`config.mk`:
```
export PLATFORM = sky130hd
export DESIGN_NAME = qsp_core
export DESIGN_NICKNAME = d
export VERILOG_FILES = /design/src/rtl/qsp_fifo.v /design/src/rtl/qsp_core.v
export VERILOG_INCLUDE_DIRS = /design/src /design/src/shared
export SDC_FILE = /design/constraint.sdc
export NUM_CORES = 1
export LEC_CHECK = 0
export ABC_AREA = 1
export BUFFER_PORTS_ARGS = -buffer_cell sky130_fd_sc_hd__buf_4
export CAP_MARGIN = 20
export CORE_MARGIN = 2
export CORE_UTILIZATION = 55
export CTS_CLUSTER_SIZE = 40
export DETAILED_ROUTE_END_ITERATION = 6
export PLACE_DENSITY = 0.77
export SYNTH_ARGS = -nofsm -noshare
export SYNTH_HDL_FRONTEND = slang
export SYNTH_SLANG_ARGS = --single-unit
```
`constraint.sdc`:
```
create_clock -name clk_in -period 2.64 [get_ports clk_in]
set_input_delay 0.132 -clock clk_in [delete_from_list [all_inputs] [get_ports clk_in]]
set_output_delay 0.132 -clock clk_in [all_outputs]
set_load 0.02 [all_outputs]
```
`src/shared/qsp_defs.vh`:
```
// Purpose: Constants for the serial peripheral controller core
// Assumes: Included by the core design file by bare name
// Notes: Build options are defaults for the top-level parameters
//
// Overview of operation
// - Slave selected while not enabled raises a sticky slave mode-fault flag.
// - Manual select with enabled master drives select vector steadily between elements.
// - Inhibit input blocks master transfers in every master mode.
// - No write-collision flag; transmit data is buffered, not transparent.
// - Interrupt enable lives elsewhere; the freed control bit selects loopback.
// - Build option adds transmit and receive FIFOs together, full duplex only.
// - Transfer width parameter selects 8, 16 or 32 bit elements.
// - Clock divider is a build parameter: 2, 4, 16, 32 or multiples of 16.
// - Ratio 2 master captures input midway, at the following trailing edge.
// - Master changes outgoing data on every trailing serial clock edge, falling when idle low.
// - Slave captures one cycle after rise, changes data two cycles after fall.
// - Ratio 16 gives about seven clock cycles setup before sampling edge.
// - Execute-in-place status bits appear five cycles after their event.
// - Data registers hold WIDTH bits, 8 with the default build.
// - Execute-in-place memory port accepts reads only; writes flag an error.
// - Execute-in-place with clock mode other than 00 or 11 flags, refuses.
// - Execute-in-place status is read-only; its sticky fault bits clear when read.
`ifndef QSP_DEFS_VH
`define QSP_DEFS_VH

`define QSP_WIDTH 8
`define QSP_RATIO 16
`define QSP_FIFO_DEPTH 16
`define QSP_USE_FIFO 1
`define QSP_NSEL 1
`define QSP_DATA_BITS 8
`define QSP_EIP_DLY 5

`define QSP_ST_RX_EMPTY 0
`define QSP_ST_RX_FULL 1
`define QSP_ST_MMODF 2
`define QSP_ST_CPERR 3
`define QSP_ST_BUSERR 4
`define QSP_ST_W 5
`define QSP_ST_RST 5'h01
`define QSP_ST_STICKY 5'h1c

`define QSP_S_IDLE 2'h0
`define QSP_S_MSHIFT 2'h1
`define QSP_S_SSHIFT 2'h2

`endif

```
`src/rtl/qsp_fifo.v`:
```
// Purpose: Small first-in first-out store of flip-flops
// Assumes: Writes when full and reads when empty are ignored
// Notes: Show-ahead read data, registered occupancy count
`timescale 1ns/10ps
module qsp_fifo #(
  parameter WIDTH = 8,
  parameter DEPTH = 16,
  parameter AW = 4
) (
  input wire clk_in,                // Core clock
  input wire sys_rst_in,            // Synchronous reset
  input wire wr_in,                 // Write strobe
  input wire [WIDTH-1:0] data_in,   // Write data
  input wire rd_in,                 // Read strobe
  output wire [WIDTH-1:0] data_out, // Head element
  output reg full_out,              // No room left
  output reg empty_out,             // Nothing stored
  output reg [AW:0] count_out       // Occupancy
);
  reg [WIDTH-1:0] mem_q [0:DEPTH-1];
  reg [AW-1:0] wr_ptr_q;
  reg [AW-1:0] rd_ptr_q;
  wire do_wr;
  wire do_rd;
  wire [AW:0] cnt_d;

  assign do_wr = wr_in & ~full_out;
  assign do_rd = rd_in & ~empty_out;
  assign cnt_d = count_out + {{AW{1'b0}}, do_wr} - {{AW{1'b0}}, do_rd};
  assign data_out = mem_q[rd_ptr_q];

  // ----------------------------------------
  // Pointers and flags
  // ----------------------------------------
  always @(posedge clk_in) begin
    if (sys_rst_in) begin
      wr_ptr_q <= {AW{1'b0}};
      rd_ptr_q <= {AW{1'b0}};
      count_out <= {(AW+1){1'b0}};
      full_out <= 1'b0;
      empty_out <= 1'b1;
    end else begin
      if (do_wr) begin
        wr_ptr_q <= (wr_ptr_q == DEPTH[AW-1:0] - 1'b1) ? {AW{1'b0}} : wr_ptr_q + 1'b1;
      end
      if (do_rd) begin
        rd_ptr_q <= (rd_ptr_q == DEPTH[AW-1:0] - 1'b1) ? {AW{1'b0}} : rd_ptr_q + 1'b1;
      end
      count_out <= cnt_d;
      full_out <= (cnt_d == DEPTH[AW:0]);
      empty_out <= (cnt_d == {(AW+1){1'b0}});
    end
  end

  always @(posedge clk_in) begin
    if (do_wr) begin
      mem_q[wr_ptr_q] <= data_in;
    end
  end
endmodule

```
`src/rtl/qsp_core.v`:
```
// Purpose: Serial peripheral controller core, master or slave
// Assumes: All pin inputs synchronous to clk_in; control bits are plain ports
// Notes: Data registers hold WIDTH bits; execute-in-place checks only
`timescale 1ns/10ps
`include "qsp_defs.vh"
module qsp_core #(
  parameter WIDTH = `QSP_WIDTH,
  parameter RATIO = `QSP_RATIO,
  parameter USE_FIFO = `QSP_USE_FIFO,
  parameter FIFO_DEPTH = `QSP_FIFO_DEPTH,
  parameter NSEL = `QSP_NSEL
) (
  input wire clk_in,                  // 125 MHz core clock
  input wire sys_rst_in,              // Synchronous reset, high
  input wire enable_in,               // Core enable
  input wire master_in,               // 1 master, 0 slave
  input wire cpol_in,                 // Clock idle level
  input wire cpha_in,                 // Clock phase, checked in eip mode
  input wire manual_sel_in,           // Manual select vector control
  input wire inhibit_in,              // Master transfer inhibit
  input wire loopback_in,             // Local master loopback
  input wire [NSEL-1:0] select_vector_reg_in, // Select vector, bit high selects
  input wire flag_clr_in,             // Clear sticky overrun and slave fault flags, pulse
  input wire tx_wr_in,                // Transmit data write, pulse
  input wire [WIDTH-1:0] tx_data_in,  // Transmit data
  input wire rx_rd_in,                // Receive data read, pulse
  output reg [WIDTH-1:0] receive_data_reg_out, // Receive head
  output reg tx_full_out,             // Transmit store full
  output reg rx_empty_out,            // Receive store empty
  output reg [5:0] tx_occ_out,        // Transmit occupancy
  output reg [5:0] rx_occ_out,        // Receive occupancy
  output reg rx_overrun_out,          // Sticky receive overrun
  output reg slave_modf_out,          // Sticky slave mode fault
  output reg busy_out,                // Transfer in progress
  input wire sck_in,                  // Serial clock pin input
  output reg sck_out,                 // Serial clock pin output
  output reg sck_oe_out,              // Serial clock drive enable
  input wire io0_in,                  // Data pin 0 input (slave in)
  output reg io0_out,                 // Data pin 0 output
  output reg io0_oe_out,              // Data pin 0 drive enable
  input wire io1_in,                  // Data pin 1 input (master in)
  output reg io1_out,                 // Data pin 1 output
  output reg io1_oe_out,              // Data pin 1 drive enable
  input wire sel_n_in,                // Select input, low active
  output reg [NSEL-1:0] sel_n_out,    // Select outputs, low active
  input wire execute_in_place_mode_in, // Execute-in-place mode
  input wire mem_rd_req_in,           // Memory port read request, pulse
  input wire mem_wr_req_in,           // Memory port write request, pulse
  output reg mem_rd_ack_out,          // Read request accepted, pulse
  output reg mem_err_out,             // Request refused, pulse
  input wire eip_status_rd_in,        // Status read strobe, pulse
  output reg [`QSP_ST_W-1:0] eip_status_reg_out // Execute-in-place status
);
  localparam DEPTH = (USE_FIFO != 0) ? FIFO_DEPTH : 1;
  localparam HALF = RATIO / 2;
  localparam CW = 11;
  localparam [CW-1:0] HALF_M1 = HALF - 1;
  localparam [5:0] BITS = WIDTH;

  // ----------------------------------------
  // Transmit and receive stores, always paired
  // ----------------------------------------
  wire [WIDTH-1:0] txf_data;
  wire [WIDTH-1:0] rxf_data;
  wire txf_full;
  wire txf_empty;
  wire rxf_full;
  wire rxf_empty;
  wire [4:0] txf_cnt;
  wire [4:0] rxf_cnt;
  reg tx_pop;
  reg rx_push;
  reg [WIDTH-1:0] rx_word;

  // Transmit store feeds the shifter, never the pin directly
  qsp_fifo #(.WIDTH(WIDTH), .DEPTH(DEPTH), .AW(4)) u_txf (
    .clk_in(clk_in),
    .sys_rst_in(sys_rst_in),
    .wr_in(tx_wr_in),
    .data_in(tx_data_in),
    .rd_in(tx_pop),
    .data_out(txf_data),
    .full_out(txf_full),
    .empty_out(txf_empty),
    .count_out(txf_cnt)
  );

  qsp_fifo #(.WIDTH(WIDTH), .DEPTH(DEPTH), .AW(4)) u_rxf (
    .clk_in(clk_in),
    .sys_rst_in(sys_rst_in),
    .wr_in(rx_push),
    .data_in(rx_word),
    .rd_in(rx_rd_in),
    .data_out(rxf_data),
    .full_out(rxf_full),
    .empty_out(rxf_empty),
    .count_out(rxf_cnt)
  );

  // ----------------------------------------
  // Shift engine
  // ----------------------------------------
  reg [1:0] state_q;
  reg [CW-1:0] div_q;
  reg [WIDTH-1:0] tx_sh_q;
  reg [WIDTH-1:0] rx_sh_q;
  reg [5:0] bit_q;
  reg sck_prev_q;
  reg mid_bit_q;
  wire tick;
  wire m_ok;
  wire s_sel;
  wire s_rise;
  wire s_fall;
  wire in_bit;

  assign tick = (div_q == HALF_M1);
  assign m_ok = enable_in & master_in & ~inhibit_in;
  assign s_sel = enable_in & ~master_in & ~sel_n_in;
  // Edges seen one clock late from registered previous level
  assign s_rise = (sck_in ^ cpol_in) & ~(sck_prev_q ^ cpol_in);
  assign s_fall = ~(sck_in ^ cpol_in) & (sck_prev_q ^ cpol_in);
  assign in_bit = loopback_in ? tx_sh_q[WIDTH-1] : io1_in;

  always @(posedge clk_in) begin
    if (sys_rst_in) begin
      state_q <= `QSP_S_IDLE;
      div_q <= {CW{1'b0}};
      tx_sh_q <= {WIDTH{1'b0}};
      rx_sh_q <= {WIDTH{1'b0}};
      rx_word <= {WIDTH{1'b0}};
      bit_q <= 6'h00;
      sck_prev_q <= sck_in;
      mid_bit_q <= 1'b0;
      sck_out <= 1'b0;
      tx_pop <= 1'b0;
      rx_push <= 1'b0;
    end else begin
      tx_pop <= 1'b0;
      rx_push <= 1'b0;
      sck_prev_q <= sck_in;
      case (state_q)
        `QSP_S_IDLE: begin
          sck_out <= cpol_in;
          div_q <= {CW{1'b0}};
          bit_q <= 6'h00;
          if (m_ok & ~txf_empty & ~tx_pop & ~execute_in_place_mode_in) begin
            tx_sh_q <= txf_data;
            tx_pop <= 1'b1;
            state_q <= `QSP_S_MSHIFT;
          end else if (s_sel & ~execute_in_place_mode_in) begin
            tx_sh_q <= txf_empty ? {WIDTH{1'b0}} : txf_data;
            tx_pop <= ~txf_empty & ~tx_pop;
            state_q <= `QSP_S_SSHIFT;
          end
        end
        `QSP_S_MSHIFT: begin
          // Inhibit aborts the element; clock parks at idle
          if (~m_ok) begin
            state_q <= `QSP_S_IDLE;
          end else begin
            div_q <= tick ? {CW{1'b0}} : div_q + 1'b1;
            if (tick) begin
              sck_out <= ~sck_out;
              if (sck_out == cpol_in) begin
                // Leading edge (rising when idle low)
                if (RATIO == 2) begin
                  mid_bit_q <= 1'b1;
                end else begin
                  rx_sh_q <= {rx_sh_q[WIDTH-2:0], in_bit};
                end
              end else begin
                // Trailing edge (falling when idle low): capture if deferred, then shift
                if (mid_bit_q) begin
                  rx_sh_q <= {rx_sh_q[WIDTH-2:0], in_bit};
                  mid_bit_q <= 1'b0;
                end
                tx_sh_q <= {tx_sh_q[WIDTH-2:0], 1'b0};
                bit_q <= bit_q + 6'h01;
                if (bit_q == BITS - 6'h01) begin
                  rx_word <= mid_bit_q ? {rx_sh_q[WIDTH-2:0], in_bit} : rx_sh_q;
                  rx_push <= 1'b1;
                  state_q <= `QSP_S_IDLE;
                end
              end
            end
          end
        end
        `QSP_S_SSHIFT: begin
          if (~s_sel) begin
            state_q <= `QSP_S_IDLE;
          end else begin
            if (s_rise) begin
              rx_sh_q <= {rx_sh_q[WIDTH-2:0], io0_in};
              if (bit_q == BITS - 6'h01) begin
                rx_word <= {rx_sh_q[WIDTH-2:0], io0_in};
                rx_push <= 1'b1;
              end
            end
            if (s_fall) begin
              bit_q <= (bit_q == BITS - 6'h01) ? 6'h00 : bit_q + 6'h01;
              if (bit_q == BITS - 6'h01) begin
                tx_sh_q <= txf_empty ? {WIDTH{1'b0}} : txf_data;
                tx_pop <= ~txf_empty;
              end else begin
                tx_sh_q <= {tx_sh_q[WIDTH-2:0], 1'b0};
              end
            end
          end
        end
        default: begin
          state_q <= `QSP_S_IDLE;
        end
      endcase
    end
  end

  // ----------------------------------------
  // Pins, selects, flags and user outputs
  // ----------------------------------------
  wire m_en;
  assign m_en = enable_in & master_in;

  always @(posedge clk_in) begin
    if (sys_rst_in) begin
      sck_oe_out <= 1'b0;
      io0_out <= 1'b0;
      io0_oe_out <= 1'b0;
      io1_out <= 1'b0;
      io1_oe_out <= 1'b0;
      sel_n_out <= {NSEL{1'b1}};
      slave_modf_out <= 1'b0;
      rx_overrun_out <= 1'b0;
      receive_data_reg_out <= {WIDTH{1'b0}};
      tx_full_out <= 1'b0;
      rx_empty_out <= 1'b1;
      tx_occ_out <= 6'h00;
      rx_occ_out <= 6'h00;
      busy_out <= 1'b0;
    end else begin
      sck_oe_out <= m_en;
      io0_oe_out <= m_en & ~loopback_in;
      io0_out <= tx_sh_q[WIDTH-1];
      io1_oe_out <= (state_q == `QSP_S_SSHIFT);
      io1_out <= tx_sh_q[WIDTH-1];
      if (m_en & manual_sel_in) begin
        sel_n_out <= ~select_vector_reg_in;
      end else if (state_q == `QSP_S_MSHIFT) begin
        sel_n_out <= ~select_vector_reg_in;
      end else begin
        sel_n_out <= {NSEL{1'b1}};
      end
      // Set wins over clear
      slave_modf_out <= (~master_in & ~enable_in & ~sel_n_in) |
                        (slave_modf_out & ~flag_clr_in);
      rx_overrun_out <= (rx_push & rxf_full) | (rx_overrun_out & ~flag_clr_in);
      receive_data_reg_out <= rxf_data;
      tx_full_out <= txf_full;
      rx_empty_out <= rxf_empty;
      tx_occ_out <= {1'b0, txf_cnt};
      rx_occ_out <= {1'b0, rxf_cnt};
      busy_out <= (state_q != `QSP_S_IDLE);
    end
  end

  // ----------------------------------------
  // Execute-in-place request check and status
  // ----------------------------------------
  reg [`QSP_ST_W-1:0] ev_pipe_q [0:`QSP_EIP_DLY-2];
  reg [`QSP_ST_W-1:0] ev_now;
  wire cp_bad;
  integer i;
  assign cp_bad = cpol_in ^ cpha_in;

  always @* begin
    ev_now = {`QSP_ST_W{1'b0}};
    ev_now[`QSP_ST_BUSERR] = execute_in_place_mode_in & mem_wr_req_in;
    ev_now[`QSP_ST_CPERR] = execute_in_place_mode_in & mem_rd_req_in & cp_bad;
    ev_now[`QSP_ST_MMODF] = execute_in_place_mode_in & sel_n_in;
    ev_now[`QSP_ST_RX_FULL] = rxf_full;
    ev_now[`QSP_ST_RX_EMPTY] = rxf_empty;
  end

  always @(posedge clk_in) begin
    if (sys_rst_in) begin
      for (i = 0; i < `QSP_EIP_DLY - 1; i = i + 1) begin
        ev_pipe_q[i] <= `QSP_ST_RST;
      end
      eip_status_reg_out <= `QSP_ST_RST;
      mem_rd_ack_out <= 1'b0;
      mem_err_out <= 1'b0;
    end else begin
      ev_pipe_q[0] <= ev_now;
      for (i = 1; i < `QSP_EIP_DLY - 1; i = i + 1) begin
        ev_pipe_q[i] <= ev_pipe_q[i-1];
      end
      // Sticky bits clear on read, late set wins; writes never alter it
      eip_status_reg_out <= (ev_pipe_q[`QSP_EIP_DLY-2] & `QSP_ST_STICKY) |
                            (ev_pipe_q[`QSP_EIP_DLY-2] & ~`QSP_ST_STICKY) |
                            (eip_status_reg_out & `QSP_ST_STICKY &
                             {`QSP_ST_W{~eip_status_rd_in}});
      mem_rd_ack_out <= execute_in_place_mode_in & mem_rd_req_in & ~cp_bad;
      mem_err_out <= execute_in_place_mode_in &
                     (mem_wr_req_in | (mem_rd_req_in & cp_bad));
    end
  end
endmodule

```
; Word-level counts from Yosys, hierarchy flattened
; Memories as Yosys holds them, arrays and structs flattened. A register that Yosys moved wholly into a read port is not among the register bits.
; Cells that the tools add are included.
; Widths: inputs -> output; s select.
[classes]
eq_ne = 25
bitwise = 60
n_mux = 78
addsub = 10
reduce_logical = 14
[ops]
columns = op, n
row1 = $mux 8, 21
row2 = $mux 6, 6
row3 = $pmux 8 s2, 2
row4 = $and 1x1->1, 29
row5 = $mux 4, 6
row6 = $pmux 8 s3, 1
row7 = $mux 1, 23
row8 = $mux 11, 2
row9 = $pmux 11 s2, 1
row10 = $mux 5, 4
row11 = $ne 2x2->1 const B, 9
row12 = $not 1->1, 18
row13 = $pmux 6 s3, 1
row14 = $add 4x1->4 const B, 4
row15 = $eq 4x4->1 const B, 4
row16 = $mux 2, 7
row17 = $ne 3x3->1 const B, 4
row18 = $reduce_and 6->1, 2
row19 = $add 11x1->11 const B, 1
row20 = $eq 11x3->1 const B, 1
row21 = $add 5x1->5, 2
row22 = $eq 5x5->1 const B, 2
row23 = $logic_not 5->1, 2
row24 = $sub 5x1->5, 2
row25 = 21 further kinds, 33
[word_totals]
output_inout_bits = 39
ramBits = 276
in_bits = 29
register_bits = 106
wordCells = 227
n_memories = 3
[mem_list]
columns = memory, words, width, rd, rd_clocked_by_memory_dff, wr, line
row1 = u_rxf.mem_q, 16, 8, 1, 1, 1, qsp_fifo.v:20  ; reg [WIDTH-1:0] mem_q [0:DEPTH-1];
row2 = u_txf.mem_q, 16, 8, 1, 1, 1, qsp_fifo.v:20
row3 = ev_pipe_q, 4, 5, 4, 0, 4, qsp_core.v:269  ; reg [`QSP_ST_W-1:0] ev_pipe_q [0:`QSP_EIP_DLY-2];

; Longest topological paths before layout
; Gate-level depths: netlist of the first run.
[logic_depth]
ltp_word = 7
depth_mapped = 13
mapped_depth_nobuf = 13

; Modules after synthesis
; From an unflattened synthesis of the first run, not the netlist that was laid out.
[hier_totals]
hier_cells = 1925
area_unflattened_um2 = 17350.4
[modules_own_cells]
columns = mod, cells_each, seq_area_each_um2, n_inst, area_each_um2
row1 = qsp_fifo (u_rxf), 659, 4224.1, 1, 6502.5
row2 = qsp_fifo (u_txf), 660, 4224.1, 1, 6501.2
row3 = qsp_core, 606, 2021.9, 1, 4346.7

; Worst setup path before layout of the first run
; No wires, ideal clock.
[synth_path]
kind = register to register
startpoint = reg u_txf.empty_out
endpoint = reg u_txf.empty_out
arrival_ns = 2.043
path_stages_with_launch = 14
setup_ns = 0.070
slack_ns = 0.528
n_path_buf = 0
required_time_ns = 2.570
path_cell_list = dfxtp_1 inv_1 nand2_1 inv_1 ha_1 inv_1 ha_1 fa_1 nand2_1 nand2_1 a21oi_1 xnor2_1 nor2_1 a21oi_1
[synth_between]
elab_chain_len = 4
[synth_lines]
columns = element, line
row1 = start: declaration, qsp_fifo.v:17  ; output reg empty_out,
row2 = start signal: assignment, qsp_fifo.v:51  ; empty_out <= (cnt_d == {(AW+1){1'b0}});
row3 = $not 1->1, qsp_fifo.v:28  ; assign do_rd = rd_in & ~empty_out;
row4 = $and 1x1->1, qsp_fifo.v:28
row5 = net u_txf.do_rd, qsp_fifo.v:24  ; wire do_rd;
row6 = $sub 5x1->5, qsp_fifo.v:29  ; assign cnt_d = count_out + {{AW{1'b0}}, do_wr} - {{AW{1'b0}}, do_rd};
row7 = $logic_not 5->1, qsp_fifo.v:51
; The timed path passes the listed nets, and every way through them passes these cells.
; A chain may end at the register's enable or synchronous reset.

; Worst setup path in the final report of the first run
; Ends and elaborated chain as after synthesis.

==> summary by stage, run 1 <==
Status
The run finished with clean final reports.

Finish
For this run, the share of the core covered by cells in the final layout is between 60 and 70%. The register cell area after layout is a little over 10000 µm². The filler cells instantiated in the layout total 2284. Relative to the synthesized area, the layout overhead comes to 15.0%.

At the end of the flow, the number of nets in the layout was 1868. The repair_antennas step left the layout with diodes totalling 0. Cells with a size suffix above 1 make up between 10 and 15% of the layout.

The finished cells cover roughly 19000 µm². The multi-input logic area is slightly above 5000 µm².

Timing
Setup repair after global routing left no endpoint under its margin. Setup violations remaining at the end of the flow were counted as 0. The final count of hold timing violations came to 0. Static timing analysis puts the maximum clock frequency at 416 MHz.

The final critical delay including setup and external delays is about 2.4 ns. The final clock period utilization by the worst path is a little over 90%. The headroom to the max-slew limit is between 40 and 50%. The clock arrives with about 0.023 ns of skew. The hold slack is between 0.02 and 0.025 ns.

The slew at the pin closest to its max-slew limit is ~0.89 ns. The final setup TNS is 0 ns. The number of pins with negative max-slew slack in the final report is 0.

Floorplan
In this run the count of I/O pins placed on the die edge is 68. Once the floorplan was initialized, standard cells occupied 55.9% of the core. The core area is around 30000 µm².

The die is around 180 µm tall. The row count is between 60 and 70. The die area is about 32000 µm². The die extent in x is 178 µm.

Synthesis
For this run, the number of Yosys warnings is 0. The summed instance area of the synthesized netlist is 16600 µm². In the synthesized netlist the dominant register cell turns out to be edfxtp_1. The mean instance size in the synthesized netlist is between 9 and 10 µm². Yosys mapped a number of flops with a built-in enable equal to roughly 260. For this run, asynchronously set or reset flops after synthesis account for 0%. The synthesized instance count is 1711. Sequential elements use a little over three fifths of the synthesized area. The number of distinct library cells after synthesis is between 40 and 50. The synthesized design contains between 300 and 400 register bits.

Critical path
For the worst setup path, the data arrival time is 2.87 ns. The required time of the critical path is roughly 3.1 ns. Of all nets on the critical path, the largest fanout is 5. The most frequent cell on the critical path is inv_1. The kind of end point of the critical path is a flip-flop.

The slowest stage of the critical path belongs to the cell fa_1. Among cell families on the critical path, the largest total delay comes from adder cells. The delay of the slowest cell on the worst path is approximately 0.40 ns. Traced cell by cell, the critical path runs through inv_1 -> nand2_2 -> inv_1 -> ha_1 -> inv_1 -> ha_1 -> fa_1 -> nand2_1 -> nand2_1 -> a21oi_1 -> xnor2_1 -> nor2_1 -> a21oi_1. The path type of the worst setup path is reg -> reg. The buffer and inverter count on the worst path is 3. STA classifies the critical path startpoint as a flip-flop.

Route
The first detailed-routing pass took 5 iterations. Using the TritonRoute via totals, the vias-per-cell ratio works out to 5.37. Detailed routing inserted a total of about 12000 vias. For this run, design rule violations remaining after detail routing come to 0. After the first detailed-routing iteration, the DRC count stood at between 800 and 900. The total detailed-routing wirelength is around 36000 µm.

In the final routed layout, each cell accounts on average for between 15 and 20 µm. The residual antenna-violating net count after detailed routing is 0.

Clock tree
The level count of the clock H-tree is 2. The cell sitting at the root of the clock tree is a clkbuf_16. The TritonCTS sink count is 391. The insertion delay of the later-clocked pin in the worst-skew pair is roughly 0.54 ns.

Buffers inserted during clock tree synthesis total 41. The clock transition at the register clock pins on the worst setup and hold paths after CTS is roughly 0.060 ns. The clock passes through at most 3 buffers. Buffers added to address setup during post-CTS repair amount to 0. The clock tree from TritonCTS is done.

GRT
The initial antenna violation count came to 0. The global-route wire length before repair is between 50000 and 60000 µm. Entering global routing, the biggest net connects 74 pins.

The via count of the first global-routing pass was between 10000 and 15000. The total global-route track usage is between 20% and 30%. The final global-route overflow total is 0.

Power
The overall power consumption is 14.8 mW. The static leakage is 7.30 nW. The worst supply voltage drop on vdd is between 0.0006 and 0.0007 V. Dividing total power by cell area gives a power density of 775 nW/µm².

Placed design
The count of buffers added on input and output ports is 65. The global placement routability congestion is between 0.8 and 0.9. The placed instances occupy a cell area of between 15000 and 20000 µm². Summed over all nets, the half-perimeter wirelength after detailed placement is about 23000 µm.

Hold path
The classification of the worst-slack hold path is in -> reg.

Flow run
Max-cap violations in this run came to 0.
-- synthesized netlist by cell type (2+ instances only) --
| library cell | count | area share [%] |
|---|---|---|
| inv_2 | 5 | 0.11 |
| o211ai_1 | 34 | 1.5 |
| or2_2 | 20 | 0.76 |
| buf_1 | 11 | 0.25 |
| clkinv_1 | 5 | 0.11 |
| clkbuf_1 | 38 | 0.86 |
| nor3b_1 | 7 | 0.32 |
| inv_1 | 212 | 4.8 |
| xnor2_1 | 5 | 0.26 |
| nor3_1 | 16 | 0.48 |
| o21ai_0 | 101 | 3.1 |
| nand4_1 | 12 | 0.45 |
| buf_4 | 3 | 0.14 |
| nor2_2 | 19 | 0.72 |
| buf_2 | 15 | 0.45 |
| nand3_2 | 5 | 0.30 |
| nand2_1 | 314 | 7.1 |
| nand3_1 | 127 | 3.8 |
| dfxtp_1 | 135 | 16 |
| nor2_4 | 3 | 0.20 |
| xor2_1 | 8 | 0.42 |
| nor2_1 | 251 | 5.7 |
| edfxtp_1 | 256 | 46 |
| fa_1 | 2 | 0.24 |
| a21oi_1 | 48 | 1.5 |
| ha_1 | 26 | 2.0 |
| o21ai_1 | 3 | 0.091 |
| a211oi_1 | 2 | 0.091 |
| nand2_2 | 10 | 0.38 |
-- cell type report --
cell class / instances / area share [%]
Clock inverter: 23 / 1.02
Timing Repair Buffer: 125 / 5.38
Inverter: 222 / 4.37
Tap cell: 390 / 2.56
Clock buffer: 51 / 5.69
Multi-Input combinational cell: 1030 / 26.4
Sequential cell: 391 / 54.5
-- repair_timing --
item / in CTS / in global routing
gates resized for setup: 0 / 1
hold buffers: 30 / 0
endpoints found under the setup margin: 0 / 1
endpoints found under the hold margin: 145 / 0
-- where the power goes --
group | total, mW | internal (mW) | switching [mW]
combinational | 2.33 | 0.815 | 1.52
clock | 5.46 | 3.14 | 2.32
sequential | 6.97 | 6.80 | 0.168
total | 14.8 | 10.8 | 4.01
-- worst paths after layout --
kind / start / cells past startpoint / slack, ns / endpoint
min reg2reg: ev_pipe_q[2][3]$_SDFF_PP0_ / 2 / 0.40 / ev_pipe_q[3][3]$_SDFF_PP0_
min: tx_wr_in / 3 / 0.02 / u_txf.wr_ptr_q[1]$_SDFFE_PP0N_
max reg2reg: u_txf.empty_out$_SDFF_PP1_ / 13 / 0.24 / u_txf.empty_out$_SDFF_PP1_
max: u_txf.empty_out$_SDFF_PP1_ / 13 / 0.24 / u_txf.empty_out$_SDFF_PP1_
-- per-layer routing --
layer  vias to the layer above  global-route usage [%]  share of wire (%)
met5                         -                       0                  0
met4                         0                    8.03                2.7
met3                        73                    3.90                6.8
met2                       411                    39.8                 49
met1                      5686                    30.3                 41
li1                       5811                       -                  -
-- registers in the layout, summed over array words and instances (netlist names), 2 cells and up, named ones only --
name	cells
ev_pipe_q	20
u_txf.rd_ptr_q	4
u_rxf.mem_q	128
u_rxf.count_out	5
tx_occ_out	5
u_txf.mem_q	128
rx_occ_out	5
u_rxf.rd_ptr_q	4
rx_word	8
eip_status_reg_out	5
u_rxf.wr_ptr_q	4
tx_sh_q	8
div_q	11
u_txf.wr_ptr_q	4
u_txf.count_out	5
rx_sh_q	8
bit_q	6
receive_data_reg_out	8
state_q	2
-- cells by family after synthesis --
family                     after synthesis  share of synthesized area (%)
adders and majority gates               28                           2.21
AOI/OAI and AO/OA                      194                           6.56
other                                    1                         0.0226
DFF                                    391                           62.7
and+or+nand+nor                        793                           20.9
xor gates and xnor gates                13                          0.687
buffers and inverters                  291                           6.92
-- tightest hold or removal path, cell delays in order --
cell and delay, ns:
buf_4 0.08, nand2_1 0.13, a21oi_1 0.17
-- metrics by stage --
step	instances	setup slack, ns
global route	2232	0.0378
global placement	2128	0.350
finish	2232	0.235
floorplan	1712	0.528
CTS	2232	0.189
detailed placement	2128	0.250
-- cells in the final DEF, fill, tap and decap left out, drive strengths merged, types with 5 or more instances in the layout --
cell	count
or2	22
buf	95
dlygate4sd3	30
nor2	274
edfxtp	256
xor2	8
o211ai	34
o21ai	106
nor3b	8
a21oi	48
clkinv	22
inv	220
nor3	17
nand3	133
xnor2	5
dfxtp	135
nand4	12
nand2	325
clkbuf	51
ha	26
Power figures use the tool's default switching activity.
==> run 2, diff against run 1 <==
--- a/config.mk
+++ b/config.mk
@@ -11,6 +11,7 @@
 export CAP_MARGIN = 20
 export CORE_MARGIN = 2
 export CORE_UTILIZATION = 55
+export CTS_BUF_LIST = sky130_fd_sc_hd__clkbuf_16
 export CTS_CLUSTER_SIZE = 40
 export DETAILED_ROUTE_END_ITERATION = 6
 export PLACE_DENSITY = 0.77
==> run 2 against run 1 <==
Combinational power barely moved. Global-route usage barely moved. Critical path depth did not move. Critical path type unchanged. Largest cell class unchanged. Highest routed layer unchanged.
==> summary by stage, run 2 (synthesis results as in run 1) <==
Status
The flow ran to the end, and the final reports show no timing, DRC or antenna violations.

Route
The residual antenna-violating net count after detailed routing is 0 (unchanged). The number of remaining DRC errors is 0 (unchanged). The detailed router used layers up to and including met4. The total length of routed met3 wires is 2530 µm (+2.1%). The total vias in the final route is 12000 (+0.042%). The total detailed-routing wirelength is 36000 µm (-0.46%). The wire length per cell is 16.1 µm (-0.46%).

The first-iteration detailed-routing DRC count is 852 (+4.2%). The mean number of vias per cell was 5.37 (about the same). The routed metal-1 wirelength is 14700 µm (-1.4%). The length of routed met2 wiring is 17800 µm (about the same).

The total iterations of the first detailed-routing run came to 6 (+1).

Floorplan
The die area is 31500 µm² (unchanged). The floorplan die height came to 178 µm (unchanged). The core area is 29600 µm² (unchanged). The number of top-level design ports is 68 (unchanged). The row count is 63 (unchanged).

The starting density of the core was 55.9% (unchanged). The die extent in x came to 178 µm (unchanged).

Critical path
The largest driver fanout on the critical path was 5 (unchanged). The path type of the worst setup path is reg -> reg. The signal arrival time at the worst endpoint is 2.88 ns (about the same). STA classifies the critical path endpoint as a flip-flop. The worst setup path is launched from a flip-flop. The register-to-register setup slack is 0.22 ns (about the same). The required time of the critical path came to 3.10 ns (about the same).

Power
The internal power consumption is 10.7 mW (-0.33%). The fraction of power spent switching nets is 27.2% (+0.057 points). The worst supply voltage drop on vdd is 0.000677 V (+0.19%). The sequential cell fraction of total power is 47.3% (about the same).

The total net switching power came to 4.01 mW (about the same). The power share of the combinational group is 15.8% (about the same). The total power divided by cell area is 773 nW/µm² (-0.26%).

The static leakage is 7.34 nW (+0.51%). The clock network fraction of total power is 36.8% (-0.2 points).

GRT
The largest net degree at the start of global routing came to 74 (unchanged). The final global-route overflow total is 0 (unchanged). The initial antenna violation count is 0 (unchanged). The via count of the first global-routing pass came to 11500 (-0.026%).

The total global-route track usage is 23.4% (about the same). The global-route wire length before repair is 58100 µm (about the same).

Finish
Leaving out fill and tap cells, the most frequent cell in the layout is nand2_1. The largest registers in the layout are u_rxf.mem_q x128, u_txf.mem_q x128, ev_pipe_q x20. The final non-filler cell total is 2232 (unchanged). The number of diodes added for antenna fixing is 0 (unchanged). The share of layout cells above drive strength 1 is 12.1% (unchanged).

The area added between synthesis and finish came to 15.0% (unchanged). The count of nets after finishing came to 1868 (unchanged). The library cells used most frequently in the layout, excluding fill and tap cells, are 313 x nand2_1, 256 x edfxtp_1, 251 x nor2_1, 221 x inv_1, 133 x dfxtp_1.

Hold path
The classification of the worst-slack hold path is in -> reg.

Timing
The number of pins with negative max-slew slack in the final report came to 0 (unchanged). The hold slack is 0.0227 ns (+0.000398 ns). The final clock period utilization by the worst path was 91.5% (+0.45 points). The final setup TNS is 0 ns (unchanged). The headroom to the max-slew limit is 40.5% (-0.080 points). Setup repair after global routing left no endpoint under its margin.

The final setup skew was 0.0242 ns (+0.000891 ns). The final-report setup violation count is 0 (unchanged). The final critical delay including setup and external delays was 2.42 ns (+0.0118 ns). The slew at the pin closest to its max-slew limit is 0.890 ns (+0.00119 ns).

The upper clock frequency limit came to 414 MHz (-0.49%). The final count of hold timing violations was 0 (unchanged).

Clock tree
The maximum count of clock buffers along a single path is 3 (unchanged). The insertion delay of the later-clocked pin in the worst-skew pair was 0.54 ns (about the same). The clock root buffer is clkbuf_16.

The clock transition at the register clock pins on the worst setup and hold paths after CTS is 0.06 ns (about the same). TritonCTS built the clock tree. The number of buffers created by CTS came to 41 (unchanged). The TritonCTS sink count is 391 (unchanged). The level count of the clock H-tree is 2 (unchanged).

The number of post-CTS setup repair buffers is 0 (unchanged).

Placed design
The placed wire-length estimate after detailed placement is 22700 µm (unchanged). The global placement routability congestion is 0.872 (unchanged). The number of input and output port buffers inserted is 65 (unchanged). The total placed cells including tap cells came to 2128 (unchanged).

Flow run
The number of violations of the max-capacitance limit is 0 (unchanged).
-- run 2: cell count changes in the layout (fill, tap and decap cells not counted) --
cell / delta
inv_1: +9
clkbuf_1: -9
-- run 2: metal layers --
metal / global-route usage [%] / vias to the layer above
met2: 39.8 / 430
li1: - / 5809
met4: 8.03 / 0
met3: 3.90 / 73
met1: 30.3 / 5674
met5: 0 / -
-- run 2: area by class of cell --
| cell class | count | area (µm²) |
|---|---|---|
| Clock buffer | 42 | 1050 |
| Timing Repair Buffer | 125 | 1030 |
| Multi-Input combinational cell | 1030 | 5040 |
| Sequential cell | 391 | 10400 |
| Fill cell | 2284 | 10600 |
| Tap cell | 390 | 488 |
| Clock inverter | 32 | 229 |
| Inverter | 222 | 833 |
-- run 2: repair_timing --
| item | in CTS | in global routing |
|---|---|---|
| hold endpoints to repair | 145 | 0 |
| resized for setup | 0 | 1 |
| hold buffers | 30 | 0 |
| setup endpoints to repair | 0 | 1 |
-- run 2: path summary, 6_finish.rpt --
kind / start / end / cells past startpoint
worst max register to register: u_txf.empty_out$_SDFF_PP1_ / u_txf.empty_out$_SDFF_PP1_ / 13
worst min register to register: ev_pipe_q[2][3]$_SDFF_PP0_ / ev_pipe_q[3][3]$_SDFF_PP0_ / 2
worst max-delay path: u_txf.empty_out$_SDFF_PP1_ / u_txf.empty_out$_SDFF_PP1_ / 13
worst min-delay path: tx_wr_in / u_txf.wr_ptr_q[1]$_SDFFE_PP0N_ / 3
-- run 2: stage by stage --
step           setup slack [ns]  cell area, µm²  utilization, %  power [mW]
6_report                  0.224           19100            64.3        14.7
5_1_grt                  0.0378           19100            64.3        15.3
4_1_cts                   0.189           19100            64.3        14.8
3_5_place_dp              0.250           17500            59.0        9.37
3_3_place_gp              0.350           17500            59.0        9.29
2_1_floorplan             0.528           16600               -        8.69
-- run 2: power groups by stage --
stage	Clock, mW	Combinational [mW]	Sequential (mW)
floorplan	0	1.56	7.13
global placement	0	2.20	7.08
detailed placement	0	2.27	7.10
CTS	5.47	2.33	6.97
global route	5.73	2.63	6.99
finish	5.42	2.33	6.97
-- run 2: critical path, stage by stage (launching register included) --
cell and delay [ns]:
dfxtp_1 0.38, inv_1 0.08, nand2_2 0.11, inv_1 0.09
ha_1 0.28, inv_1 0.04, ha_1 0.21, fa_1 0.40
nand2_1 0.09, nand2_1 0.05, a21oi_1 0.18, xnor2_1 0.20
nor2_1 0.09, a21oi_1 0.14
==> run 3, diff against run 2 <==
--- a/config.mk
+++ b/config.mk
@@ -11,10 +11,10 @@
 export CAP_MARGIN = 20
 export CORE_MARGIN = 2
 export CORE_UTILIZATION = 55
-export CTS_BUF_LIST = sky130_fd_sc_hd__clkbuf_16
 export CTS_CLUSTER_SIZE = 40
 export DETAILED_ROUTE_END_ITERATION = 6
 export PLACE_DENSITY = 0.77
+export RECOVER_POWER = 100
 export SYNTH_ARGS = -nofsm -noshare
 export SYNTH_HDL_FRONTEND = slang
 export SYNTH_SLANG_ARGS = --single-unit
==> constraint.sdc (replaced) <==
create_clock -name clk_in -period 2.25 [get_ports clk_in]
set_input_delay 0.1125 -clock clk_in [delete_from_list [all_inputs] [get_ports clk_in]]
set_output_delay 0.1125 -clock clk_in [all_outputs]
set_load 0.02 [all_outputs]
==> run 3 against run 2 <==
Sequential power increased by 17%. Final cell count increased by 0.81%. Critical path depth unchanged. Register-to-register slack got worse by 0.04 ns. Clock skew decreased by 0.0032 ns. Die area unchanged. Cell area decreased by 0.22%. Worst hold slack improved by 0.0037 ns. Worst setup slack got worse by 0.042 ns. Sequential share of layout area increased by 0.13 points. Maximum frequency increased by 17%. Clock-buffer cell count increased by 17. Critical path type unchanged.
==> summary by stage, run 3 (synthesis results as in run 1) <==
Route
The first-iteration detailed-routing DRC count was 1129 (+33%). The mean number of vias per cell is 5.30 (-1.3%). The total detailed-routing wirelength came to 35600 µm (-1.1%). The residual antenna-violating net count after detailed routing was 0 (unchanged). The number of remaining DRC errors is 0 (unchanged).

The total iterations of the first detailed-routing run is 5 (-1). The total vias in the final route came to 11900 (-0.51%). The wire length per cell is 15.8 µm (-1.9%).

Clock tree
The insertion delay of the later-clocked pin in the worst-skew pair was 0.53 ns (about the same). TritonCTS built the clock tree. The level count of the clock H-tree was 2 (unchanged). The number of post-CTS setup repair buffers is 0 (unchanged). The TritonCTS sink count is 391 (unchanged). The number of buffers created by CTS is 39 (-4.9%). The clock transition at the register clock pins on the worst setup and hold paths after CTS is 0.06 ns (about the same). The root buffer cell chosen for the clock tree is clkbuf_16. The maximum count of clock buffers along a single path is 3 (unchanged).

Floorplan
The die extent in x was 178 µm (unchanged). The core area is 29600 µm² (unchanged). The starting density of the core was 55.9% (unchanged).

The number of top-level design ports was 68 (unchanged). The die area is 31500 µm² (unchanged). The row count is 63 (unchanged). The floorplan die height is 178 µm (unchanged).

Status
The flow ran to the end, and the final reports show no timing, DRC or antenna violations.

Critical path
The largest driver fanout on the critical path is 3 (-2). The delay of the slowest cell on the worst path is 0.36 ns (-0.04 ns). The worst setup path is captured at a flip-flop. The critical path is of the reg -> reg type. The signal on the critical path passes through inv_1 -> nand2_1 -> inv_1 -> ha_1 -> inv_1 -> ha_2 -> fa_2 -> nand2_1 -> nand2_1 -> a21oi_2 -> xnor2_1 -> nor2_1 -> a21oi_1. The required time of the critical path was 2.63 ns (-0.47 ns). The signal arrival time at the worst endpoint was 2.45 ns (-0.43 ns). The startpoint type of the worst setup path is a flip-flop. The slowest stage of the critical path belongs to the cell fa_2.

GRT
The initial antenna violation count is 0 (unchanged). The via count of the first global-routing pass came to 11800 (+2.6%). The largest net degree at the start of global routing is 46 (-38%). The total global-route track usage is 23.3% (-0.074 points). The final global-route overflow total is 0 (unchanged). The global-route wire length before repair was 58400 µm (+0.50%).

Power
The total power divided by cell area was 901 nW/µm² (+17%). The worst supply voltage drop on vdd came to 0.000487 V (-28%). The static leakage is 7.20 nW (-1.8%). The overall power consumption is 17.1 mW (+16%).

Hold path
The worst hold path belongs to the class in -> reg.

Timing
The number of pins with negative max-slew slack in the final report was 0 (unchanged). The final critical delay including setup and external delays is 2.07 ns (-0.348 ns). Setup repair after global routing left no endpoint under its margin. The hold slack is 0.0264 ns (+0.00372 ns).

The final count of hold timing violations is 0 (unchanged). The headroom to the max-slew limit is 29.3% (-11 points). The final clock period utilization by the worst path is 91.9% (+0.41 points). The upper clock frequency limit is 483 MHz (+17%). The final setup skew is 0.0210 ns (-0.00317 ns).

The final setup TNS came to 0 ns (unchanged). The final-report setup violation count is 0 (unchanged). The slew at the pin closest to its max-slew limit is 1.06 ns (+0.171 ns).

Finish
Compared with the post-synthesis result, the final layout area differs by 14.8%. The final non-filler cell total came to 2250 (+0.81%). The largest registers in the layout are u_rxf.mem_q x128, u_txf.mem_q x128, ev_pipe_q x20. The most frequent standard cell in the layout excluding fill and tap cells is nand2_1. The library cells used most frequently in the layout, excluding fill and tap cells, are 314 x nand2_1, 256 x edfxtp_1, 251 x nor2_1, 212 x inv_1, 132 x dfxtp_1. The count of nets after finishing came to 1886 (+0.96%). The number of diodes added for antenna fixing is 0 (unchanged).

The final instance area was 19000 µm² (-0.22%). The share of layout cells above drive strength 1 is 10.9% (-1.2 points).

Placed design
The global placement routability congestion is 0.905 (+3.8%). The placed wire-length estimate after detailed placement is 23300 µm (+2.7%). The placed standard-cell area is 17600 µm² (+0.82%). The total placed cells including tap cells is 2147 (+0.89%).

The number of input and output port buffers inserted is 65 (unchanged).

Flow run
The number of violations of the max-capacitance limit is 0 (unchanged).
## run 3: changes by cell type in the layout (fill, tap and decap cells not counted), moves of 4 or more
cell | previous run | this run
buf_4 | 94 | 65
clkbuf_1 | 0 | 63
clkbuf_8 | 0 | 4
clkinv_1 | 16 | 5
inv_1 | 221 | 212
## run 3: area by class of cell
type / count / area, µm²
Tap cell: 390 / 488
Inverter: 222 / 837
Fill cell: 2341 / 10600
Timing Repair Buffer: 145 / 998
Clock buffer: 59 / 1110
Multi-Input combinational cell: 1030 / 5050
Clock inverter: 13 / 133
Sequential cell: 391 / 10400
## run 3: where the power goes
group,switching [mW],internal (mW),leakage [nW]
clock network,2.58,3.67,0.613
logic,1.77,0.930,3.41
registers,0.198,7.98,3.18
total,4.56,12.6,7.20
## run 3: final timing paths
path,from,endpoint,slack [ns],cells after the start
max reg2reg,u_txf.empty_out$_SDFF_PP1_,u_txf.empty_out$_SDFF_PP1_,0.18,13
min,flag_clr_in,rx_overrun_out$_SDFF_PP0_,0.03,3
max,u_txf.empty_out$_SDFF_PP1_,u_txf.empty_out$_SDFF_PP1_,0.18,13
min reg2reg,ev_pipe_q[2][3]$_SDFF_PP0_,ev_pipe_q[3][3]$_SDFF_PP0_,0.40,2
## run 3: worst max-delay path, delay by kind of cell, from the launching register on
kind	cells	cell delay (ns)
flops	1	0.32
fa+ha+maj	3	0.83
buf+inv	3	0.17
simple gates	4	0.32
xor+xnor	1	0.09
compound gates	2	0.18
## run 3: stage by stage
stage / setup slack [ns] / util (%)
after detailed placement: 0.0965 / 59.4
after global routing: 0.000148 / 64.2
after floorplan: 0.138 / -
after global placement: 0.151 / 59.4
after CTS: 0.0720 / 64.7
final: 0.181 / 64.2
## run 3: timing repair
item	CTS	global route
hold buffers	31	0
setup endpoints to repair	0	13
resized for setup	0	9
hold endpoints to repair	160	0
## run 3: routing by layer
layer,track usage (%),up-vias,routed length (µm)
li1,-,5831,-
met1,30.9,5569,15000
met2,38.9,452,17200
met3,3.64,73,2410
met4,8.50,0,951
met5,0,-,0
